File: src/include/tap_pkg.sv
// Shared constants and types of the boundary-scan port and its controller
package tap_pkg;
    localparam int IR_WIDTH = 3;
    localparam int BSR_WIDTH = 69;
    localparam int ID_WIDTH = 32;
    localparam int BSR_PRESET_BIT = 50;
    localparam int RESET_TMS_EDGES = 5;
    localparam int TCK_DIV_HALF = 4;
    localparam int BUF_DEPTH = 2;
    localparam int SHIFT_CNT_WIDTH = 7;
    localparam logic [2:0] IR_EXT_TEST = 3'h0;
    localparam logic [2:0] IR_IDENT = 3'h1;
    localparam logic [2:0] IR_HIZ_SAMPLE = 3'h2;
    localparam logic [2:0] IR_SAMPLE_PRELOAD = 3'h4;
    localparam logic [2:0] IR_BYPASS = 3'h7;
    localparam logic [1:0] IR_CAPTURE_PATTERN = 2'h1;
    // Identity fields: arbitrary neutral values
    localparam logic [2:0] ID_REVISION = 3'h0;
    localparam logic [16:0] ID_DEVICE = 17'h00001;
    localparam logic [10:0] ID_MAKER = 11'h001;
    localparam logic [31:0] ID_VALUE = {ID_REVISION, ID_DEVICE, ID_MAKER, 1'b1};

    typedef enum logic [3:0] {
        ST_RESET = 4'h0,
        ST_IDLE = 4'h1,
        ST_SEL_DR = 4'h2,
        ST_CAP_DR = 4'h3,
        ST_SHIFT_DR = 4'h4,
        ST_EXIT1_DR = 4'h5,
        ST_PAUSE_DR = 4'h6,
        ST_EXIT2_DR = 4'h7,
        ST_UPD_DR = 4'h8,
        ST_SEL_IR = 4'h9,
        ST_CAP_IR = 4'hA,
        ST_SHIFT_IR = 4'hB,
        ST_EXIT1_IR = 4'hC,
        ST_PAUSE_IR = 4'hD,
        ST_EXIT2_IR = 4'hE,
        ST_UPD_IR = 4'hF
    } tap_state_type;

    // Standard next-state table of the test access machine
    function automatic tap_state_type tap_next(input tap_state_type s, input logic tms);
        tap_state_type n;
        n = ST_RESET;
        unique case (s)
            ST_RESET: n = tms ? ST_RESET : ST_IDLE;
            ST_IDLE: n = tms ? ST_SEL_DR : ST_IDLE;
            ST_SEL_DR: n = tms ? ST_SEL_IR : ST_CAP_DR;
            ST_CAP_DR: n = tms ? ST_EXIT1_DR : ST_SHIFT_DR;
            ST_SHIFT_DR: n = tms ? ST_EXIT1_DR : ST_SHIFT_DR;
            ST_EXIT1_DR: n = tms ? ST_UPD_DR : ST_PAUSE_DR;
            ST_PAUSE_DR: n = tms ? ST_EXIT2_DR : ST_PAUSE_DR;
            ST_EXIT2_DR: n = tms ? ST_UPD_DR : ST_SHIFT_DR;
            ST_UPD_DR: n = tms ? ST_SEL_DR : ST_IDLE;
            ST_SEL_IR: n = tms ? ST_RESET : ST_CAP_IR;
            ST_CAP_IR: n = tms ? ST_EXIT1_IR : ST_SHIFT_IR;
            ST_SHIFT_IR: n = tms ? ST_EXIT1_IR : ST_SHIFT_IR;
            ST_EXIT1_IR: n = tms ? ST_UPD_IR : ST_PAUSE_IR;
            ST_PAUSE_IR: n = tms ? ST_EXIT2_IR : ST_PAUSE_IR;
            ST_EXIT2_IR: n = tms ? ST_UPD_IR : ST_SHIFT_IR;
            ST_UPD_IR: n = tms ? ST_SEL_DR : ST_IDLE;
        endcase
        return n;
    endfunction
endpackage

File: src/include/tap_link_if.sv
// Scan link between the external controller and the SRAM test port
interface tap_link_if;
    logic tck;
    logic tms;
    logic tdi;
    logic tdo;
    logic tdo_oe;
    modport controller (output tck, output tms, output tdi, input tdo, input tdo_oe);
    modport port (input tck, input tms, input tdi, output tdo, output tdo_oe);
endinterface

File: src/hw/scan_controller.sv
// External scan controller: walks the test port and shifts words through it
module scan_controller (
    input wire logic core_clk,
    input wire logic reset,
    tap_link_if.controller link,
    input wire logic req_valid,
    output logic req_ready,
    input wire logic req_is_ir,
    input wire logic [tap_pkg::SHIFT_CNT_WIDTH-1:0] req_len,
    input wire logic [tap_pkg::BSR_WIDTH-1:0] req_data,
    input wire logic req_reset,
    output logic rsp_valid,
    input wire logic rsp_ready,
    output logic [tap_pkg::BSR_WIDTH-1:0] rsp_data
);
    import tap_pkg::*;

    typedef enum logic [1:0] {
        C_IDLE = 2'h0,
        C_RUN = 2'h1,
        C_PUSH = 2'h2
    } ctl_state_type;

    ctl_state_type st_reg, st_next;
    logic [2:0] div_reg, div_next;
    logic tck_reg, tck_next;
    logic tms_reg, tms_next;
    logic tdi_reg, tdi_next;
    logic [1:0] tdo_sync_reg, tdo_sync_next;
    logic [15:0] tms_seq_reg, tms_seq_next;
    logic [6:0] steps_reg, steps_next;
    logic [6:0] shift_left_reg, shift_left_next;
    logic [6:0] lead_reg, lead_next;
    logic [BSR_WIDTH-1:0] out_reg, out_next;
    logic [BSR_WIDTH-1:0] in_reg, in_next;
    logic [6:0] len_reg, len_next;
    logic [BSR_WIDTH-1:0] buf_mem_reg [BUF_DEPTH], buf_mem_next [BUF_DEPTH];
    logic [1:0] buf_cnt_reg, buf_cnt_next;
    logic buf_wr_reg, buf_wr_next;
    logic buf_rd_reg, buf_rd_next;
    logic half_tick, buf_full;

    assign half_tick = (div_reg == 3'(TCK_DIV_HALF - 1));
    assign buf_full = (buf_cnt_reg == 2'(BUF_DEPTH));

    always_comb begin
        st_next = st_reg;
        div_next = half_tick ? 3'h0 : div_reg + 3'h1;
        tck_next = tck_reg;
        tms_next = tms_reg;
        tdi_next = tdi_reg;
        tdo_sync_next = {tdo_sync_reg[0], link.tdo};
        tms_seq_next = tms_seq_reg;
        steps_next = steps_reg;
        shift_left_next = shift_left_reg;
        lead_next = lead_reg;
        out_next = out_reg;
        in_next = in_reg;
        len_next = len_reg;
        buf_mem_next = buf_mem_reg;
        buf_cnt_next = buf_cnt_reg;
        buf_wr_next = buf_wr_reg;
        buf_rd_next = buf_rd_reg;
        unique case (st_reg)
            C_IDLE: begin
                if (req_valid && div_reg == 3'h0 && !tck_reg) begin
                    st_next = C_RUN;
                    out_next = req_data;
                    in_next = {BSR_WIDTH{1'b0}};
                    len_next = req_len;
                    if (req_reset) begin
                        // Five TMS-high edges, then one low into idle
                        tms_seq_next = 16'h001F;
                        steps_next = 7'(RESET_TMS_EDGES + 1);
                        shift_left_next = 7'h0;
                        lead_next = 7'h0;
                    end else begin
                        // Idle: 1 to select-DR, (1 to select-IR), 0 capture, 0 shift
                        tms_seq_next = req_is_ir ? 16'h0003 : 16'h0001;
                        lead_next = req_is_ir ? 7'h4 : 7'h3;
                        steps_next = lead_next;
                        shift_left_next = req_len;
                    end
                end
            end
            C_RUN: begin
                if (half_tick) begin
                    tck_next = !tck_reg;
                    if (tck_reg) begin
                        // Take the bit shown just before the previous rise; the two sync flops make
                        // the copy at that rise stale, so it is read here once it has settled
                        if (shift_left_reg != len_reg &&
                            (lead_reg != 7'h7F || steps_reg == 7'h2)) begin
                            in_next = {tdo_sync_reg[1], in_reg[BSR_WIDTH-1:1]};
                        end
                        // Falling edge: present TMS and TDI for the next rise
                        if (steps_reg != 7'h0) begin
                            tms_next = tms_seq_reg[0];
                            tms_seq_next = {1'b0, tms_seq_reg[15:1]};
                            steps_next = steps_reg - 7'h1;
                        end else if (shift_left_reg != 7'h0) begin
                            tdi_next = out_reg[0];
                            out_next = {1'b0, out_reg[BSR_WIDTH-1:1]};
                            // Last bit leaves Shift with TMS high, then update, idle
                            tms_next = (shift_left_reg == 7'h1);
                            shift_left_next = shift_left_reg - 7'h1;
                            if (shift_left_reg == 7'h1) begin
                                tms_seq_next = 16'h0001;
                                steps_next = 7'h2;
                                lead_next = 7'h7F;
                            end
                        end else begin
                            st_next = C_PUSH;
                        end
                    end
                end
            end
            C_PUSH: begin
                // Stall here while the buffer is full
                if (!buf_full) begin
                    buf_wr_next = !buf_wr_reg;
                    buf_mem_next[buf_wr_reg] = in_reg >> (7'(BSR_WIDTH) - len_reg);
                    buf_cnt_next = buf_cnt_reg + 2'h1;
                    st_next = C_IDLE;
                end
            end
            default: st_next = C_IDLE;
        endcase
        if (rsp_valid && rsp_ready) begin
            buf_rd_next = !buf_rd_reg;
            buf_cnt_next = buf_cnt_next - 2'h1;
        end
    end

    always_ff @(posedge core_clk or posedge reset) begin
        if (reset) begin
            st_reg <= C_IDLE;
            div_reg <= 3'h0;
            tck_reg <= 1'b0;
            tms_reg <= 1'b1;
            tdi_reg <= 1'b1;
            tdo_sync_reg <= 2'h0;
            tms_seq_reg <= 16'h0000;
            steps_reg <= 7'h0;
            shift_left_reg <= 7'h0;
            lead_reg <= 7'h0;
            out_reg <= {BSR_WIDTH{1'b0}};
            in_reg <= {BSR_WIDTH{1'b0}};
            len_reg <= 7'h0;
            buf_mem_reg <= '{default: '0};
            buf_cnt_reg <= 2'h0;
            buf_wr_reg <= 1'b0;
            buf_rd_reg <= 1'b0;
        end else begin
            st_reg <= st_next;
            div_reg <= div_next;
            tck_reg <= tck_next;
            tms_reg <= tms_next;
            tdi_reg <= tdi_next;
            tdo_sync_reg <= tdo_sync_next;
            tms_seq_reg <= tms_seq_next;
            steps_reg <= steps_next;
            shift_left_reg <= shift_left_next;
            lead_reg <= lead_next;
            out_reg <= out_next;
            in_reg <= in_next;
            len_reg <= len_next;
            buf_mem_reg <= buf_mem_next;
            buf_cnt_reg <= buf_cnt_next;
            buf_wr_reg <= buf_wr_next;
            buf_rd_reg <= buf_rd_next;
        end
    end

    assign link.tck = tck_reg;
    assign link.tms = tms_reg;
    assign link.tdi = tdi_reg;
    assign req_ready = (st_reg == C_IDLE) && div_reg == 3'h0 && !tck_reg;
    assign rsp_valid = (buf_cnt_reg != 2'h0);
    assign rsp_data = buf_mem_reg[buf_rd_reg];
endmodule

File: src/flat_wrapper.sv
// flat-port wrapper written by rule: the top's interface ports become plain ports
module scan_controller_flat import tap_pkg::*;
  (core_clk, reset, req_valid, req_ready, req_is_ir, req_len, req_data, req_reset, rsp_valid, rsp_ready, rsp_data, link_tck, link_tms, link_tdi, link_tdo, link_tdo_oe);
  tap_link_if link_i ();
  input wire logic core_clk;
  input wire logic reset;
  input wire logic req_valid;
  output logic req_ready;
  input wire logic req_is_ir;
  input wire logic [tap_pkg::SHIFT_CNT_WIDTH-1:0] req_len;
  input wire logic [tap_pkg::BSR_WIDTH-1:0] req_data;
  input wire logic req_reset;
  output logic rsp_valid;
  input wire logic rsp_ready;
  output logic [tap_pkg::BSR_WIDTH-1:0] rsp_data;
  output wire logic [$bits(link_i.tck)-1:0] link_tck;
  output wire logic [$bits(link_i.tms)-1:0] link_tms;
  output wire logic [$bits(link_i.tdi)-1:0] link_tdi;
  input wire logic [$bits(link_i.tdo)-1:0] link_tdo;
  input wire logic [$bits(link_i.tdo_oe)-1:0] link_tdo_oe;
  assign link_tck = link_i.tck;
  assign link_tms = link_i.tms;
  assign link_tdi = link_i.tdi;
  assign link_i.tdo = link_tdo;
  assign link_i.tdo_oe = link_tdo_oe;
  scan_controller u_core (.core_clk(core_clk), .reset(reset), .link(link_i), .req_valid(req_valid), .req_ready(req_ready), .req_is_ir(req_is_ir), .req_len(req_len), .req_data(req_data), .req_reset(req_reset), .rsp_valid(rsp_valid), .rsp_ready(rsp_ready), .rsp_data(rsp_data));
endmodule
File: config.mk
export PLATFORM = sky130hd
export DESIGN_NAME = scan_controller_flat
export DESIGN_NICKNAME = d
export VERILOG_FILES = /design/src/include/tap_pkg.sv /design/src/include/tap_link_if.sv /design/src/hw/scan_controller.sv /design/src/flat_wrapper.sv
export SDC_FILE = /design/constraint.sdc
export NUM_CORES = 1
export LEC_CHECK = 0
export ABC_AREA = 1
export BUFFER_PORTS_ARGS = -buffer_cell sky130_fd_sc_hd__buf_2
export CAP_MARGIN = 20
export CORE_UTILIZATION = 45
export DETAILED_ROUTE_END_ITERATION = 8
export PLACE_DENSITY = 0.65
export SLEW_MARGIN = 0
export SYNTH_ARGS = -nofsm -noshare
export SYNTH_HDL_FRONTEND = slang
export SYNTH_SLANG_ARGS = --single-unit
export TNS_END_PERCENT = 1
File: constraint.sdc
create_clock -name core_clk -period 19.6 [get_ports core_clk]
set_clock_uncertainty 0.05 [all_clocks]
set_input_delay 0.98 -clock core_clk [delete_from_list [all_inputs] [get_ports core_clk]]
set_output_delay 0.98 -clock core_clk [all_outputs]
set_load 0.005 [all_outputs]
==> impl_metrics.py <==
metrics = {
    "run_status": {
        "status": "finished clean",
    },
    "critical_path": {
        "crit_slowest_cell": "buf_4",
        "reg2reg_to": "u_core.buf_mem_reg[92]$_DFFE_PP0P_",
        "crit_required_ps": 18570,
        "r2r_start": "u_core.len_reg[2]$_DFFE_PP0P_",
        "path_class": "register to output port",
        "cp-end-kind": "output port",
        "worstPathArrival_ps": 2410,
        "reg2reg_slack_ps": 16340,
        "crit_path_cell_trace": "buf_4 -> o21ai_0 -> buf_2",
        "reg2regPathDepth": 12,
        "cpPeakStageDelay_ps": 750,
        "cp-start-kind": "register",
        "crit_fanout": 87,
    },
    "final_layout": {
        "largest_reg_flops": 138,
        "diodes": 0,
        "nets": 2732,
        "area_delta_synth_final_pct": 11.7,
        "fillers": 4029,
        "instances_no_fill": 3190,
        "fin_util": 0.513,
        "drive_gt1_frac": 0.110,
    },
    "clock_network": {
        "numCtsBuffers": 37,
        "clk_pin_slew_worst_paths_ps": 60,
        "clock-root-buffer": "clkbuf_16",
        "htree_levels": 2,
        "cts.sinks": 319,
        "cts_tree": "yes",
        "cts_hold_buf": 0,
        "cts_resized": 0,
        "cts_setup_buffers": 0,
        "clk_latency_ps": 570,
        "clk_path_buf_depth": 3,
    },
    "sta": {
        "final_hold_viol_count": 0,
        "min_period_over_period": 0.176,
        "rsz0062_at_grt": "no",
        "slew_violations": 0,
        "period_minus_slack_ps": 3440,
        "worstMarginPinSlew_ps": 1020,
        "max_slew_margin": 0.319,
        "finalSetupViolCount": 0,
        "maxClockFrequency_mhz": 290,
        "timing.setup.tns_ps": 0,
    },
    "synth": {
        "synthTopCellsByArea": "dfrtp_1 (43%), nand2_1 (19%), nand3_1 (12%), o21ai_0 (4.5%), inv_1 (4.2%)",
        "yosys_warnings": 0,
        "syn_area_um2": 18400,
        "yosysTopAreaCell": "dfrtp_1",
        "syn-mean-instance-area_um2": 7.09,
        "synth-seq-area-share": 0.435,
        "syn_inst": 2591,
        "synth_cell_types": 42,
        "synth-seq-cells": 319,
        "synth_nets": 2686,
        "synth_top_area_frac": 0.432,
    },
    "min_path": {
        "min_to": "u_core.tdo_sync_reg[1]$_DFF_PP0_",
        "hold_path_depth": 0,
        "worstHoldPathType": "register to register",
        "hold_path.startpoint": "u_core.tdo_sync_reg[0]$_DFF_PP0_",
    },
    "floorplan": {
        "rows": 73,
        "die_y_um": 204,
        "initial_core_util": 0.459,
        "die_w_um": 204,
        "dieArea_um2": 41600,
        "coreArea_um2": 40000,
        "ios": 158,
    },
    "grt": {
        "globalRouteOverflowTotal": 0,
        "use_met1": 0.346,
        "grt_max_degree": 112,
        "grt_usage": 0.260,
        "antenna_found_initial": 3,
        "busiest_layer": "met2",
        "first_global_vias": 16400,
        "grt_pass1_wl_um": 86700,
        "use_met2": 0.419,
        "met3_usage": 0.0458,
    },
    "drt": {
        "via_count": 17400,
        "wirelength_um": 52600,
        "drc_errors": 0,
        "dr.first_iter.drc_count": 1568,
        "drtPass1Iterations": 5,
        "antenna_left": 0,
        "routedWlPerCell_um": 16.5,
        "viasPerCell": 5.46,
    },
    "pwr": {
        "leakage_nw": 10.1,
        "vdd_ir_drop_max_uv": 125,
        "p_per_area_nw_per_um2": 179,
    },
    "place": {
        "dp_hpwl_um": 35500,
        "place.gp.congestion": 0.977,
        "dpl.cell_count": 3120,
        "portBuffers": 156,
    },
    "flow_run": {
        "max-cap-violations": 0,
    },
}
==> power by group <==
| group | internal (W) | total (W) | switching (W) |
|---|---|---|---|
| combinational | 0.000546 | 0.00198 | 0.00144 |
| clock | 0.000442 | 0.000729 | 0.000287 |
| sequential | 0.000860 | 0.000959 | 0.0000998 |
| total | 0.00185 | 0.00367 | 0.00182 |
==> cell usage in the layout (no fill, tap or decap), drive strengths merged, types with 2 or more instances in the layout <==
| cell type | n |
|---|---|
| dfstp | 2 |
| xor2 | 5 |
| ha | 11 |
| nor2 | 70 |
| inv | 221 |
| clkbuf | 54 |
| nand4 | 4 |
| o21ai | 207 |
| nor3 | 8 |
| a31oi | 18 |
| o22ai | 75 |
| nand2 | 934 |
| dfrtp | 317 |
| xnor2 | 5 |
| buf | 179 |
| o211ai | 68 |
| bufinv | 4 |
| nand3 | 455 |
| clkinv | 7 |
| a21oi | 13 |
==> worst max-delay path, delay by kind of cell, from the launching register on <==
kind	cells	cell delay, ps
flip-flops	1	470
buffers and inverters	2	970
AO/OA/AOI/OAI	1	380
==> synthesized netlist by cell type, drive strengths merged <==
master and number:
nand3 455, o21bai 1, xor2 5, o211ai 68, dfrtp 317, nor4 1, inv 219, nand2 934
o22ai 75, dfstp 2, a31oi 18, xnor2 5, clkinv 1, o311ai 1, a21oi 13, clkbuf 96
and2 1, or2 1, o21ai 207, nor3 8, nand4 4, ha 11, mux2i 1, o2111ai 1
nor2 70, buf 76
==> metrics by stage <==
step / instance area (um2) / worst slack, ps / hold WS [ps] / total power, W
floorplan: 18400 / 9750 / 281 / 0.00237
global placement: 19200 / 15990 / 323 / 0.00289
detailed placement: 19200 / 15890 / 321 / 0.00292
CTS: 20500 / 16170 / 338 / 0.00366
global route: 20500 / 16000 / 347 / 0.00396
finish: 20500 / 16160 / 340 / 0.00367
==> layer usage <==
| metal | part of all wire | vias up |
|---|---|---|
| met5 | 0.00078 | - |
| met4 | 0.035 | 6 |
| met3 | 0.061 | 103 |
| met2 | 0.47 | 506 |
| met1 | 0.44 | 8205 |
| li1 | - | 8603 |
==> final cells by class <==
| cell class | count | area [um2] | area share |
|---|---|---|---|
| clock inverter | 13 | 183 | 0.00890 |
| sequential | 319 | 7990 | 0.389 |
| inverter | 220 | 840 | 0.0409 |
| multi-input combinational | 1880 | 8760 | 0.427 |
| timing repair buffer | 179 | 998 | 0.0487 |
| clock buffer | 54 | 1090 | 0.0532 |
| tap | 525 | 657 | 0.0320 |
==> cell families after synthesis <==
logic type | share of synthesized area
flops | 0.435
compound gates | 0.121
xor+xnor | 0.00579
buf+inv | 0.0897
fa+ha+maj | 0.00749
simple gates | 0.341
mux | 0.000545
==> how the worst max path moves through the flow <==
stage                                        from                                  end  slack (ps)  depth (start not counted)
global placement                            reset  u_core.buf_mem_reg[135]$_DFFE_PP0P_       15990                          4
CTS                 u_core.buf_rd_reg$_DFFE_PP0P_                         rsp_data[29]       16170                          3
finish              u_core.buf_rd_reg$_DFFE_PP0P_                         rsp_data[29]       16160                          3
global route         u_core.st_reg[1]$_DFFE_PP0P_       u_core.out_reg[67]$_DFFE_PP0P_       16000                         10
detailed placement                          reset  u_core.buf_mem_reg[134]$_DFFE_PP0P_       15890                          4
floorplan                                   reset      u_core.buf_cnt_reg[0]$_DFF_PP0_        9750                          1
Power figures use the tool's default switching activity.
